### src/include/tmr_timer8_defs.vh
// constants of the 8-bit timer with compare output and clear-on-match counting
// assumes a single 250 MHz clock and an 8-bit register port with 3 address bits
//
// Overview of operation
// - action zero leaves output state unchanged
// - nonzero action drives output state onto pin when its direction bit is set
// - pin override same in every waveform mode
// - output state register separate, forceable beforehand
// - action applies next match; force acts immediately
// - counting depends on waveform mode only
// - normal mode increments, wraps FF to 00
// - normal overflow flag set as count becomes zero
// - hardware only sets overflow; service clears it
// - counter writable anytime in normal mode
// - clear-on-match mode clears after channel A match
// - channel A flag set at each top
// - compare unbuffered; missed match wraps via FF
// - action one toggles output on every match
// - toggle frequency clk over 2N(1+compare)
// - prescale 1, 8, 32, 64, 128, 256, 1024
// - overflow set passing max to 00 too
// - compare flag set one timer clock later
// - force updates output only, no flag, no clear
// - counter write blocks matches next timer clock
// - writing one to a flag clears it
`ifndef TMR_TIMER8_DEFS_VH
`define TMR_TIMER8_DEFS_VH

`define TMR_ADDR_W 3
`define TMR_OFS_COUNT 3'h0
`define TMR_OFS_CMP_A 3'h1
`define TMR_OFS_CMP_B 3'h2
`define TMR_OFS_CTRL_A 3'h3
`define TMR_OFS_CTRL_B 3'h4
`define TMR_OFS_FLAGS 3'h5
`define TMR_OFS_PIN 3'h6

// control A: action A [7:6], action B [5:4], mode low bits [1:0]
`define TMR_ACT_A_HI 7
`define TMR_ACT_A_LO 6
`define TMR_ACT_B_HI 5
`define TMR_ACT_B_LO 4
`define TMR_WGM_LO_HI 1
`define TMR_WGM_LO_LO 0
// control B: force A [7], force B [6], mode bit 2 [3], clock select [2:0]
`define TMR_FORCE_A_BIT 7
`define TMR_FORCE_B_BIT 6
`define TMR_WGM_HI_BIT 3
`define TMR_CS_HI 2
`define TMR_CS_LO 0
// flags: overflow [0], compare A [1], compare B [2]
`define TMR_FLAG_OVF_BIT 0
`define TMR_FLAG_CMPA_BIT 1
`define TMR_FLAG_CMPB_BIT 2
// pin: latch A [0], latch B [1], direction A [2], direction B [3]
`define TMR_PIN_LATCH_A_BIT 0
`define TMR_PIN_LATCH_B_BIT 1
`define TMR_PIN_DIR_A_BIT 2
`define TMR_PIN_DIR_B_BIT 3

`define TMR_WGM_NORMAL 3'h0
`define TMR_WGM_CTC 3'h2
`define TMR_ACT_NONE 2'h0
`define TMR_ACT_TOGGLE 2'h1
`define TMR_ACT_CLEAR 2'h2
`define TMR_ACT_SET 2'h3

`define TMR_CNT_MAX 8'hFF
`define TMR_CNT_BOTTOM 8'h00
`define TMR_RST_BYTE 8'h00
`define TMR_RST_WGM 3'h0
`define TMR_RST_CS 3'h0

`define TMR_CS_STOP 3'h0
`define TMR_CS_DIV1 3'h1
`define TMR_CS_DIV8 3'h2
`define TMR_CS_DIV32 3'h3
`define TMR_CS_DIV64 3'h4
`define TMR_CS_DIV128 3'h5
`define TMR_CS_DIV256 3'h6
`define TMR_CS_DIV1024 3'h7
`define TMR_PRE_W 10

`endif

### src/design/tmr_prescaler.v
// timer clock enable from a free-running divider of the system clock
// assumes clock_select is a synchronous register value
`timescale 1ns/100ps
`include "tmr_timer8_defs.vh"
module tmr_prescaler #(
    parameter PRE_W = `TMR_PRE_W
) (
    input wire clk,
    input wire resetn,
    input wire [2:0] clock_select,
    output reg tick
);
    reg [PRE_W-1:0] pre_q;

    // shared free-running divider: switching factor may shorten the first period
    always @(posedge clk or negedge resetn) begin
        if (!resetn) begin
            pre_q <= {PRE_W{1'b0}};
        end else begin
            pre_q <= pre_q + {{(PRE_W-1){1'b0}}, 1'b1};
        end
    end

    always @* begin
        case (clock_select)
            `TMR_CS_STOP: tick = 1'b0;
            `TMR_CS_DIV1: tick = 1'b1;
            `TMR_CS_DIV8: tick = &pre_q[2:0];
            `TMR_CS_DIV32: tick = &pre_q[4:0];
            `TMR_CS_DIV64: tick = &pre_q[5:0];
            `TMR_CS_DIV128: tick = &pre_q[6:0];
            `TMR_CS_DIV256: tick = &pre_q[7:0];
            `TMR_CS_DIV1024: tick = &pre_q[9:0];
            default: tick = 1'b0;
        endcase
    end
endmodule

### src/design/tmr_compare_out.v
// one compare output channel: output-compare state register and pin override
// assumes match and force are one-cycle qualified pulses from the timer core
`timescale 1ns/100ps
`include "tmr_timer8_defs.vh"
module tmr_compare_out (
    input wire clk,
    input wire resetn,
    input wire match,
    input wire force_strobe,
    input wire [1:0] action,
    input wire port_latch,
    input wire pin_dir,
    output reg state,
    output wire pin_o,
    output wire pin_oe
);
    reg state_d;

    // action read at the event itself, so a new setting waits for the next one
    always @* begin
        state_d = state;
        if (match || force_strobe) begin
            case (action)
                `TMR_ACT_NONE: state_d = state;
                `TMR_ACT_TOGGLE: state_d = ~state;
                `TMR_ACT_CLEAR: state_d = 1'b0;
                `TMR_ACT_SET: state_d = 1'b1;
                default: state_d = state;
            endcase
        end
    end

    always @(posedge clk or negedge resetn) begin
        if (!resetn) begin
            state <= 1'b0;
        end else begin
            state <= state_d;
        end
    end

    // override does not look at the waveform mode at all
    assign pin_o = (|action) ? state : port_latch;
    assign pin_oe = pin_dir;
endmodule

### src/design/tmr_timer8_ctc.v
// 8-bit timer core: normal and clear-on-match counting, two compare channels,
// register port and pin override
// assumes a one-cycle strobe register master and synchronous inputs
//
// Implementation choices: the address map and the strobed register port.
`timescale 1ns/100ps
`include "tmr_timer8_defs.vh"
module tmr_timer8_ctc (
    input wire clk,
    input wire resetn,
    input wire [`TMR_ADDR_W-1:0] addr,
    input wire [7:0] wdata,
    input wire wr_en,
    input wire rd_en,
    output reg [7:0] rdata,
    input wire ovf_ack,
    input wire cmp_a_ack,
    input wire cmp_b_ack,
    output wire overflow_flag,
    output wire channel_a_compare_flag,
    output wire channel_b_compare_flag,
    output wire channel_a_output_state,
    output wire channel_b_output_state,
    output wire pin_a_o,
    output wire pin_a_oe,
    output wire pin_b_o,
    output wire pin_b_oe
);
    localparam NCH = 2;

    reg [7:0] counter_value_q;
    reg [7:0] counter_value_d;
    reg [7:0] channel_a_compare_value_q;
    reg [7:0] channel_b_compare_value_q;
    reg [1:0] channel_a_output_action_q;
    reg [1:0] channel_b_output_action_q;
    reg [2:0] waveform_mode_select_q;
    reg [2:0] clock_select_q;
    reg [1:0] port_latch_q;
    reg [1:0] pin_direction_bit_q;
    reg overflow_flag_q;
    reg overflow_flag_d;
    reg cmp_a_flag_q;
    reg cmp_a_flag_d;
    reg cmp_b_flag_q;
    reg cmp_b_flag_d;
    reg block_q;
    reg block_d;
    reg [7:0] rdata_d;

    wire tick;
    wire wr_count;
    wire wr_cmp_a;
    wire wr_cmp_b;
    wire wr_ctrl_a;
    wire wr_ctrl_b;
    wire wr_flags;
    wire wr_pin;
    wire mode_normal;
    wire mode_ctc;
    wire non_pwm;
    wire eq_a;
    wire eq_b;
    wire match_a;
    wire match_b;
    wire ctc_clear;
    wire ovf_set;
    wire ovf_clr;
    wire cmp_a_clr;
    wire cmp_b_clr;
    wire force_a;
    wire force_b;
    wire [NCH-1:0] ch_match;
    wire [NCH-1:0] ch_force;
    wire [2*NCH-1:0] ch_action;
    wire [NCH-1:0] ch_state;
    wire [NCH-1:0] ch_pin_o;
    wire [NCH-1:0] ch_pin_oe;

    // ---------------------------------------------------------------
    // register port decode
    assign wr_count = wr_en && (addr == `TMR_OFS_COUNT);
    assign wr_cmp_a = wr_en && (addr == `TMR_OFS_CMP_A);
    assign wr_cmp_b = wr_en && (addr == `TMR_OFS_CMP_B);
    assign wr_ctrl_a = wr_en && (addr == `TMR_OFS_CTRL_A);
    assign wr_ctrl_b = wr_en && (addr == `TMR_OFS_CTRL_B);
    assign wr_flags = wr_en && (addr == `TMR_OFS_FLAGS);
    assign wr_pin = wr_en && (addr == `TMR_OFS_PIN);

    // ---------------------------------------------------------------
    // timer clock enable
    tmr_prescaler #(
        .PRE_W(`TMR_PRE_W)
    ) u_prescaler (
        .clk(clk),
        .resetn(resetn),
        .clock_select(clock_select_q),
        .tick(tick)
    );

    // ---------------------------------------------------------------
    // mode decode; only the mode field shapes the count sequence
    assign mode_normal = (waveform_mode_select_q == `TMR_WGM_NORMAL);
    assign mode_ctc = (waveform_mode_select_q == `TMR_WGM_CTC);
    // pwm codes are not built here; they count like normal but refuse force
    assign non_pwm = mode_normal || mode_ctc;

    // ---------------------------------------------------------------
    // comparators run continuously on the live, unbuffered compare values
    assign eq_a = (counter_value_q == channel_a_compare_value_q);
    assign eq_b = (counter_value_q == channel_b_compare_value_q);

    // a match is taken at the timer clock edge ending the equal cycle,
    // unless the cycle follows a counter write
    assign match_a = tick && eq_a && !block_q;
    assign match_b = tick && eq_b && !block_q;

    assign ctc_clear = mode_ctc && match_a;

    // counter write in the same edge as the match wins over its clear; flag and output still take the match
    always @* begin
        counter_value_d = counter_value_q;
        if (wr_count) begin
            counter_value_d = wdata;
        end else if (tick) begin
            if (ctc_clear) begin
                counter_value_d = `TMR_CNT_BOTTOM;
            end else begin
                counter_value_d = counter_value_q + 8'h01;
            end
        end
    end

    // block lasts until the next timer clock edge, even when stopped
    always @* begin
        block_d = block_q;
        if (wr_count) begin
            block_d = 1'b1;
        end else if (tick) begin
            block_d = 1'b0;
        end
    end

    // ---------------------------------------------------------------
    // flags: hardware only sets; set wins over any clear in the same cycle
    assign ovf_set = tick && !wr_count && (counter_value_q == `TMR_CNT_MAX);
    assign ovf_clr = (wr_flags && wdata[`TMR_FLAG_OVF_BIT]) || ovf_ack;
    assign cmp_a_clr = (wr_flags && wdata[`TMR_FLAG_CMPA_BIT]) || cmp_a_ack;
    assign cmp_b_clr = (wr_flags && wdata[`TMR_FLAG_CMPB_BIT]) || cmp_b_ack;

    always @* begin
        overflow_flag_d = overflow_flag_q;
        if (ovf_clr) begin
            overflow_flag_d = 1'b0;
        end
        if (ovf_set) begin
            overflow_flag_d = 1'b1;
        end
    end

    always @* begin
        cmp_a_flag_d = cmp_a_flag_q;
        if (cmp_a_clr) begin
            cmp_a_flag_d = 1'b0;
        end
        if (match_a) begin
            cmp_a_flag_d = 1'b1;
        end
    end

    always @* begin
        cmp_b_flag_d = cmp_b_flag_q;
        if (cmp_b_clr) begin
            cmp_b_flag_d = 1'b0;
        end
        if (match_b) begin
            cmp_b_flag_d = 1'b1;
        end
    end

    // ---------------------------------------------------------------
    // force strobes are write-only pulses; they touch neither flag nor counter
    assign force_a = wr_ctrl_b && wdata[`TMR_FORCE_A_BIT] && non_pwm;
    assign force_b = wr_ctrl_b && wdata[`TMR_FORCE_B_BIT] && non_pwm;

    // ---------------------------------------------------------------
    // compare output channels
    assign ch_match = {match_b, match_a};
    assign ch_force = {force_b, force_a};
    assign ch_action = {channel_b_output_action_q, channel_a_output_action_q};

    genvar gi;
    generate
        for (gi = 0; gi < NCH; gi = gi + 1) begin : g_chan
            tmr_compare_out u_out (
                .clk(clk),
                .resetn(resetn),
                .match(ch_match[gi]),
                .force_strobe(ch_force[gi]),
                .action(ch_action[2*gi+1:2*gi]),
                .port_latch(port_latch_q[gi]),
                .pin_dir(pin_direction_bit_q[gi]),
                .state(ch_state[gi]),
                .pin_o(ch_pin_o[gi]),
                .pin_oe(ch_pin_oe[gi])
            );
        end
    endgenerate

    // ---------------------------------------------------------------
    // read data: valid only in the cycle after the read strobe
    always @* begin
        rdata_d = `TMR_RST_BYTE;
        if (rd_en) begin
            case (addr)
                `TMR_OFS_COUNT: rdata_d = counter_value_q;
                `TMR_OFS_CMP_A: rdata_d = channel_a_compare_value_q;
                `TMR_OFS_CMP_B: rdata_d = channel_b_compare_value_q;
                `TMR_OFS_CTRL_A: begin
                    rdata_d[`TMR_ACT_A_HI:`TMR_ACT_A_LO] = channel_a_output_action_q;
                    rdata_d[`TMR_ACT_B_HI:`TMR_ACT_B_LO] = channel_b_output_action_q;
                    rdata_d[`TMR_WGM_LO_HI:`TMR_WGM_LO_LO] = waveform_mode_select_q[1:0];
                end
                `TMR_OFS_CTRL_B: begin
                    // force bits always read as zero
                    rdata_d[`TMR_WGM_HI_BIT] = waveform_mode_select_q[2];
                    rdata_d[`TMR_CS_HI:`TMR_CS_LO] = clock_select_q;
                end
                `TMR_OFS_FLAGS: begin
                    rdata_d[`TMR_FLAG_OVF_BIT] = overflow_flag_q;
                    rdata_d[`TMR_FLAG_CMPA_BIT] = cmp_a_flag_q;
                    rdata_d[`TMR_FLAG_CMPB_BIT] = cmp_b_flag_q;
                end
                `TMR_OFS_PIN: begin
                    rdata_d[`TMR_PIN_LATCH_A_BIT] = port_latch_q[0];
                    rdata_d[`TMR_PIN_LATCH_B_BIT] = port_latch_q[1];
                    rdata_d[`TMR_PIN_DIR_A_BIT] = pin_direction_bit_q[0];
                    rdata_d[`TMR_PIN_DIR_B_BIT] = pin_direction_bit_q[1];
                end
                default: rdata_d = `TMR_RST_BYTE;
            endcase
        end
    end

    // ---------------------------------------------------------------
    // state registers
    always @(posedge clk or negedge resetn) begin
        if (!resetn) begin
            counter_value_q <= `TMR_RST_BYTE;
            block_q <= 1'b0;
            overflow_flag_q <= 1'b0;
            cmp_a_flag_q <= 1'b0;
            cmp_b_flag_q <= 1'b0;
            rdata <= `TMR_RST_BYTE;
        end else begin
            counter_value_q <= counter_value_d;
            block_q <= block_d;
            overflow_flag_q <= overflow_flag_d;
            cmp_a_flag_q <= cmp_a_flag_d;
            cmp_b_flag_q <= cmp_b_flag_d;
            rdata <= rdata_d;
        end
    end

    // software-only configuration registers
    always @(posedge clk or negedge resetn) begin
        if (!resetn) begin
            channel_a_compare_value_q <= `TMR_RST_BYTE;
            channel_b_compare_value_q <= `TMR_RST_BYTE;
            channel_a_output_action_q <= `TMR_ACT_NONE;
            channel_b_output_action_q <= `TMR_ACT_NONE;
            waveform_mode_select_q <= `TMR_RST_WGM;
            clock_select_q <= `TMR_RST_CS;
            port_latch_q <= 2'h0;
            pin_direction_bit_q <= 2'h0;
        end else begin
            // no double buffering: the compare value changes at once
            if (wr_cmp_a) begin
                channel_a_compare_value_q <= wdata;
            end
            if (wr_cmp_b) begin
                channel_b_compare_value_q <= wdata;
            end
            if (wr_ctrl_a) begin
                channel_a_output_action_q <= wdata[`TMR_ACT_A_HI:`TMR_ACT_A_LO];
                channel_b_output_action_q <= wdata[`TMR_ACT_B_HI:`TMR_ACT_B_LO];
                waveform_mode_select_q[1:0] <= wdata[`TMR_WGM_LO_HI:`TMR_WGM_LO_LO];
            end
            if (wr_ctrl_b) begin
                waveform_mode_select_q[2] <= wdata[`TMR_WGM_HI_BIT];
                clock_select_q <= wdata[`TMR_CS_HI:`TMR_CS_LO];
            end
            if (wr_pin) begin
                port_latch_q[0] <= wdata[`TMR_PIN_LATCH_A_BIT];
                port_latch_q[1] <= wdata[`TMR_PIN_LATCH_B_BIT];
                pin_direction_bit_q[0] <= wdata[`TMR_PIN_DIR_A_BIT];
                pin_direction_bit_q[1] <= wdata[`TMR_PIN_DIR_B_BIT];
            end
        end
    end

    // ---------------------------------------------------------------
    // outputs
    assign overflow_flag = overflow_flag_q;
    assign channel_a_compare_flag = cmp_a_flag_q;
    assign channel_b_compare_flag = cmp_b_flag_q;
    assign channel_a_output_state = ch_state[0];
    assign channel_b_output_state = ch_state[1];
    assign pin_a_o = ch_pin_o[0];
    assign pin_a_oe = ch_pin_oe[0];
    assign pin_b_o = ch_pin_o[1];
    assign pin_b_oe = ch_pin_oe[1];
endmodule

### config.mk
export PLATFORM = sky130hd
export DESIGN_NAME = tmr_timer8_ctc
export DESIGN_NICKNAME = d
export VERILOG_FILES = /design/src/design/tmr_prescaler.v /design/src/design/tmr_compare_out.v /design/src/design/tmr_timer8_ctc.v
export VERILOG_INCLUDE_DIRS = /design/src /design/src/include
export SDC_FILE = /design/constraint.sdc
export NUM_CORES = 1
export LEC_CHECK = 0
export ABC_AREA = 1
export ABC_CLOCK_PERIOD_IN_PS = 2000
export CAP_MARGIN = 20
export CORE_UTILIZATION = 30
export DETAILED_ROUTE_END_ITERATION = 10
export DONT_BUFFER_PORTS = 1
export PLACE_DENSITY_LB_ADDON = 0.3
export SLEW_MARGIN = 5
export SYNTH_ARGS = -nofsm -noshare
export SYNTH_HDL_FRONTEND = slang
export SYNTH_SLANG_ARGS = --single-unit
### constraint.sdc
create_clock -name clk -period 2 [get_ports clk]
set_input_delay 0.4 -clock clk [delete_from_list [all_inputs] [get_ports clk]]
set_output_delay 0.4 -clock clk [all_outputs]
set_load 0.01 [all_outputs]
Word level (Yosys, flattened, before mapping) --
Cells that the tools add are included.
Cells by class: add/sub/neg operators 2, mux-type cells 21, eq/ne operators 23, bitwise gates (word level) 4, reductions and logical operators 48
Operator list (number):
- 8-bit 2-to-1 mux | 4
- 3-bit == test (second input constant) | 7
- 1-bit logical AND | 21
- 8-bit == test | 2
- 4-bit one-hot mux with 4 select lines | 1
- 3-bit by 2-bit == test with 1-bit output (second input constant) | 5
- 2-bit one-hot mux with 7 select lines | 1
- 10-bit by 1-bit adder with 10-bit output (second input constant) | 1
- 1-bit 2-to-1 mux | 10
- 10-bit AND reduction | 1
- 3-bit logical NOT | 3
- 8-bit by 1-bit adder with 8-bit output (second input constant) | 1
- 2-bit == test (second input constant) | 4
- 8-bit == test (second input constant) | 1
- 1-bit one-hot mux with 8 select lines | 1
- 8-bit AND reduction | 1
- 2-bit nonzero test | 4
- 7-bit AND reduction | 1
- 3-bit by 1-bit == test with 1-bit output (second input constant) | 2
- 1-bit logical OR | 6
- 1-bit one-hot mux with 3 select lines | 2
- 1-bit one-hot mux with 6 select lines | 1
- 6-bit AND reduction | 1
- 1-bit one-hot mux with 5 select lines | 1
- other kinds (8) | 16
Storage, ports and cells: word-level logic and storage cells 116, flip-flop bits (word level) 62, output and inout bits 17

Depth between registers and ports, before layout --
word-level depth 8, depth in mapped cells 12, depth with buffers taken out 12

Modules after synthesis --
A second synthesis with hierarchy kept.
Unflattened totals: cell total of the unflattened synthesis 441, area total of the unflattened synthesis 3398.3 µm²
Modules (own cells, without submodules):
- tmr_timer8_ctc | cells each 349, area each 2700.1 µm², instances 1
- tmr_prescaler | cells each 60, area each 518.0 µm², instances 1
- tmr_compare_out | cells each 16, area each 90.1 µm², instances 2

Worst setup path before layout --
OpenSTA, ideal clock, no wires.
path type register -> register, start point register u_prescaler.pre_q[0], end point register g_chan[0].u_out.state, data required time 1.883 ns, period minus slack after synthesis 1.520 ns, slack 0.480 ns, arrival time 1.403 ns, stages on the path, launching flop included 13, setup time 0.117 ns, cells stage by stage dfrtp_1 > ha_1 > nand3_1 > nor2_1 > nand2_1 > o21ai_2 > nand2_4 > nand2_4 > nand2_1 > nand2_1 > nand2_1 > nand2_1 > nand2_1
On the way: word-level cells in the longest chain between the ends 6, elaborated cells between the ends (all ways) 11
Ends and longest elaborated chain:
- from (decl) | line tmr_prescaler.v:13 | reg [PRE_W-1:0] pre_q;
- from (signal assigned) | line tmr_prescaler.v:18 | pre_q <= {PRE_W{1'b0}};
- from (signal assigned) | line tmr_prescaler.v:20 | pre_q <= pre_q + {{(PRE_W-1){1'b0}}, 1'b1};
- 10-bit AND reduction (tied with other cells) | line tmr_prescaler.v:33 | `TMR_CS_DIV1024: tick = &pre_q[9:0];
- 1-bit one-hot mux with 8 select lines (*) | line tmr_prescaler.v:25 | case (clock_select)
- 1-bit logical AND (*) (2 in a row) | line tmr_timer8_ctc.v:115 | assign match_a = tick && eq_a && !block_q;
- 1-bit logical OR (*) | line tmr_compare_out.v:22 | if (match || force_strobe) begin
- 2-bit AND reduction (no line) (*)
- to (signal assigned) | line tmr_compare_out.v:37 | state <= state_d;
- to (decl) | line tmr_compare_out.v:13 | output reg state,
Every way passes the cells marked *; elsewhere a longest branch is shown, timed or not. A chain may end at the register's enable or synchronous reset.

Worst setup path in the final report --
Same ends and word-level chain as after synthesis.

==> flow_results.org <==
** Yosys
- In this run, distinct cell masters in the synthesized netlist total 28.
- Synthesis handed over a netlist of 417 instances.
- Cell type with the highest aggregate area in the netlist :: sky130_fd_sc_hd__dfrtp_1
- Net Count, Synth :: 438
- By area the synthesized netlist is led by sky130_fd_sc_hd__dfrtp_1, sky130_fd_sc_hd__nand2_1, sky130_fd_sc_hd__o21ai_0, sky130_fd_sc_hd__inv_1, sky130_fd_sc_hd__nor2_1.
- Yosys Warn Count :: 0
- Share of Yosys cell area claimed by the top area cell type :: 47.7%
- The share of the Yosys chip area taken by registers is 47.7%.
- Synthesized area :: about 0.0033 mm^2
- Syn avg cell area :: a little under 8 um^2
- Synthesis inferred 62 register bits.

** STA
- Pins Over Slew Limit :: 0
- Final Hold Vio Count :: 0
- Minimum setup slack in the final design :: ~240 ps
- Rel. slew slack :: 69.1%
- For this run, the top clock speed supported by timing is 567 MHz.
- Setup repair after global routing left no endpoint under its margin.
- Post-Route Setup TNS :: 0 ps
- For the pin with the worst max-slew slack, the measured transition is approximately 460 ps.
- Final worst clock skew :: 11.3 ps
- Final period demand of the worst path :: roughly 1800 ps
- Share of the cycle needed by the critical path after routing :: 88.1%
- Setup violations remaining at the end of the flow were counted as 0.

** Cells and area
- Cell Count, Final, Fillers Out :: between 500 and 600
- Leaving out fill and tap cells, the most frequent cell in the layout is sky130_fd_sc_hd__nand2_1.
- The top cell types in the final layout, fill and taps aside, are sky130_fd_sc_hd__nand2_1, sky130_fd_sc_hd__dfrtp_1, sky130_fd_sc_hd__inv_1.
- Final core utilization :: a little over a third
- Of the cells placed in the final design, the portion with a size suffix greater than 1 is 7.03%.
- Compared with the post-synthesis result, the final layout area differs by 11.2%.
- Nets :: around 440
- Diode insertion count for antenna repair :: 0

** Worst setup path
- For flop-to-flop paths, the worst setup slack is 240 ps.
- Startpoint of the worst-slack reg-to-reg timing path :: u_prescaler.pre_q[0]
- In this design, the largest share of critical-path delay is due to simple AND/OR/NAND/NOR gates.
- Slowest-stage cell, CP :: sky130_fd_sc_hd__dfrtp_1
- STA classifies the critical path endpoint as a flop.
- STA classifies the critical path startpoint as a flop.
- Traced cell by cell, the critical path runs through ha_1 > nand3_1 > nor2_1 > nand2_1 > o21ai_2 > nand2_4 > nand2_4 > nand2_1 > nand2_1 > nand2_1 > nand2_1 > nand2_1.
- RR Endpoint :: g_chan[0].u_out.state
- The largest single stage delay on the critical path is between 300 and 400 ps.
- The critical path starts at u_prescaler.pre_q[0].
- Following the worst setup path forward leads to its endpoint at g_chan[0].u_out.state.
- Data arrives at the worst endpoint at approximately 2000 ps.
- By instance count, the cell type seen most on the critical path is sky130_fd_sc_hd__nand2_1.
- Worst setup path class :: reg -> reg
- Cells on worst reg2reg path :: 12
- Together, buffers and inverters on the worst path number 0.
- Counting buffers and inverters, the worst setup path is 12 cells deep.
- Worst Path Required :: 2250 ps
- Along the worst path, the maximum fanout reaches 9.

** Worst hold path
- Beginning of the worst hold path :: cmp_b_ack
- Class of the tightest hold or removal check :: in -> reg

** Floorplan
- I/O pin count :: 35
- The floorplan step defined a die boundary enclosing 0.0113 mm^2.
- Core area :: between 0.01 and 0.015 mm^2
- In this run the core area contains 37 standard-cell rows.
- Height of the die :: about 110 um
- Starting utilization of the core area :: around 31%
- Overall die width :: 106 um

** Placed design
- Detailed placement finished with a half-perimeter wire length of between 6000 and 7000 um.
- Including well taps, the total number of placed cells is ~550.
- Buffers on Ports :: 0
- Setup slack after placement :: about 250 ps
- Final RePlAce weighted congestion :: around 0.91

** Clocking
- The cell sitting at the root of the clock tree is a sky130_fd_sc_hd__clkbuf_8.
- The clock drives 62 sinks.
- The number of gates resized after CTS was 0.
- H-Tree Depth :: 3
- The clock passes through at most 2 buffers.
- Clock slew seen by the registers of the worst setup and hold paths :: 80 ps
- Buffers inserted during clock tree synthesis total 9.
- TritonCTS clock tree :: built
- At the later pin of the worst-skew pair, clock insertion delay measures around 360 ps.

** Route
- Number of vias per cell after detailed routing :: approximately 4.7
- After detailed routing, the average wire length per cell comes to roughly 15 um.
- For this block, the via count after detailed routing is ~2700.
- The first routing iteration left just under 200 violations.
- The first detailed-routing pass took 4 iterations.
- Detail Route Antenna Nets :: 0
- The routed design has ~8400 um of wire.
- Remaining DRCs :: 0

** Pwr
- Clk network pwr share :: around 30%
- Of the total power, combinational logic draws between 20% and 30%.
- Pwr dens :: 1060 mW/mm^2
- The worst-case IR drop observed on VDD is 316 uV.
- Sw Share :: a little under two fifths
- Static leakage power :: around 1.8 nW
- The share of total power dissipated in sequential elements is 47.3%.
- The design draws ~0.0038 W.
- Net switching power figure :: ~0.0014 W
- Cell internal power was estimated by the tool at around 0.0024 W.

** Global routing
- Largest net degree at the start of global routing :: 63
- The first global-routing pass estimated 14100 um of wire.
- Global routing used ~17% of the available tracks.
- Via count of the first global-routing pass :: approximately 2700
- The initial antenna violation count came to 0.
- The total overflow left after global routing is 0.

** Run
- Max-Cap Viols :: 0

** Run status
- Status :: finished, final reports clean
cells by family after synthesis:
family	share of synthesized area, %
buffers and inverters	8.65
adders and majority gates	1.15
DFF	47.7
xor gates and xnor gates	4.84
AOI/OAI and AO/OA	12.8
and+or+nand+nor	24.8
worst reg2reg max path, stage by stage, from the launching register on:
cell	delay, ps
sky130_fd_sc_hd__dfrtp_1	370
sky130_fd_sc_hd__ha_1	200
sky130_fd_sc_hd__nand3_1	130
sky130_fd_sc_hd__nor2_1	180
sky130_fd_sc_hd__nand2_1	90
sky130_fd_sc_hd__o21ai_2	90
sky130_fd_sc_hd__nand2_4	110
sky130_fd_sc_hd__nand2_4	120
sky130_fd_sc_hd__nand2_1	110
sky130_fd_sc_hd__nand2_1	110
sky130_fd_sc_hd__nand2_1	50
sky130_fd_sc_hd__nand2_1	50
sky130_fd_sc_hd__nand2_1	50
cells in the mapped netlist, drive strengths merged:
master and n:
nand2 115, dfrtp 62, inv 62, o21ai 54, nor2 43, nand3 14, nand4 13, xnor2 9
xor2 9, a21oi 7, buf 7, o22ai 7, a221oi 4, ha 3, a211oi 2, clkbuf 2
o31ai 2, nor3 1, nor4 1
stage by stage:
stage	hold WS, ps	area [um^2]
floorplan	104	3250
global route	129	3620
CTS	113	3620
global placement	106	3380
finish	124	3620
detailed placement	106	3380
worst min-delay path by stage:
stage | to | depth (start not counted)
6_report | channel_b_compare_flag | 1
5_1_grt | channel_b_compare_flag | 1
4_1_cts | channel_b_compare_flag | 1
3_5_place_dp | u_prescaler.pre_q[5] | 0
3_3_place_gp | u_prescaler.pre_q[5] | 0
2_1_floorplan | block_q | 0
final cells by class:
type	count	area (um^2)
clock buffers	9	124
multi-input cells	284	1420
fillers	1092	6800
repair buffers	3	45.0
clock inverters	7	73.8
flip-flops and latches	62	1550
well taps	136	170
inverters	62	233
state kept, by name, indices dropped and copies added, names as in the netlist, 3 cells and up:
signal	cells
u_prescaler.pre_q	10
channel_a_compare_value_q	8
channel_b_compare_value_q	8
counter_value_q	8
rdata	8
clock_select_q	3
waveform_mode_select_q	3
per-layer routing:
metal,GRT usage (%),wire [um]
met1,20.7,3820
met2,26.7,3960
met3,4.17,468
met4,7.24,172
met5,0,0
power groups by stage:
| stage | clock [W] | sequential (W) | combinational, W |
|---|---|---|---|
| after floorplan | 0 | 0.00165 | 0.000810 |
| after global placement | 0 | 0.00182 | 0.000843 |
| after detailed placement | 0 | 0.00182 | 0.000849 |
| after CTS | 0.00115 | 0.00180 | 0.000891 |
| after global routing | 0.00120 | 0.00185 | 0.00105 |
| final | 0.00113 | 0.00181 | 0.000887 |
timing repair:
item                                   CTS  global route
hold buffers                             2             0
endpoints found under the hold margin   62             0
buffers inserted                         0             0
No activity file was read; power rests on OpenSTA's default activity.
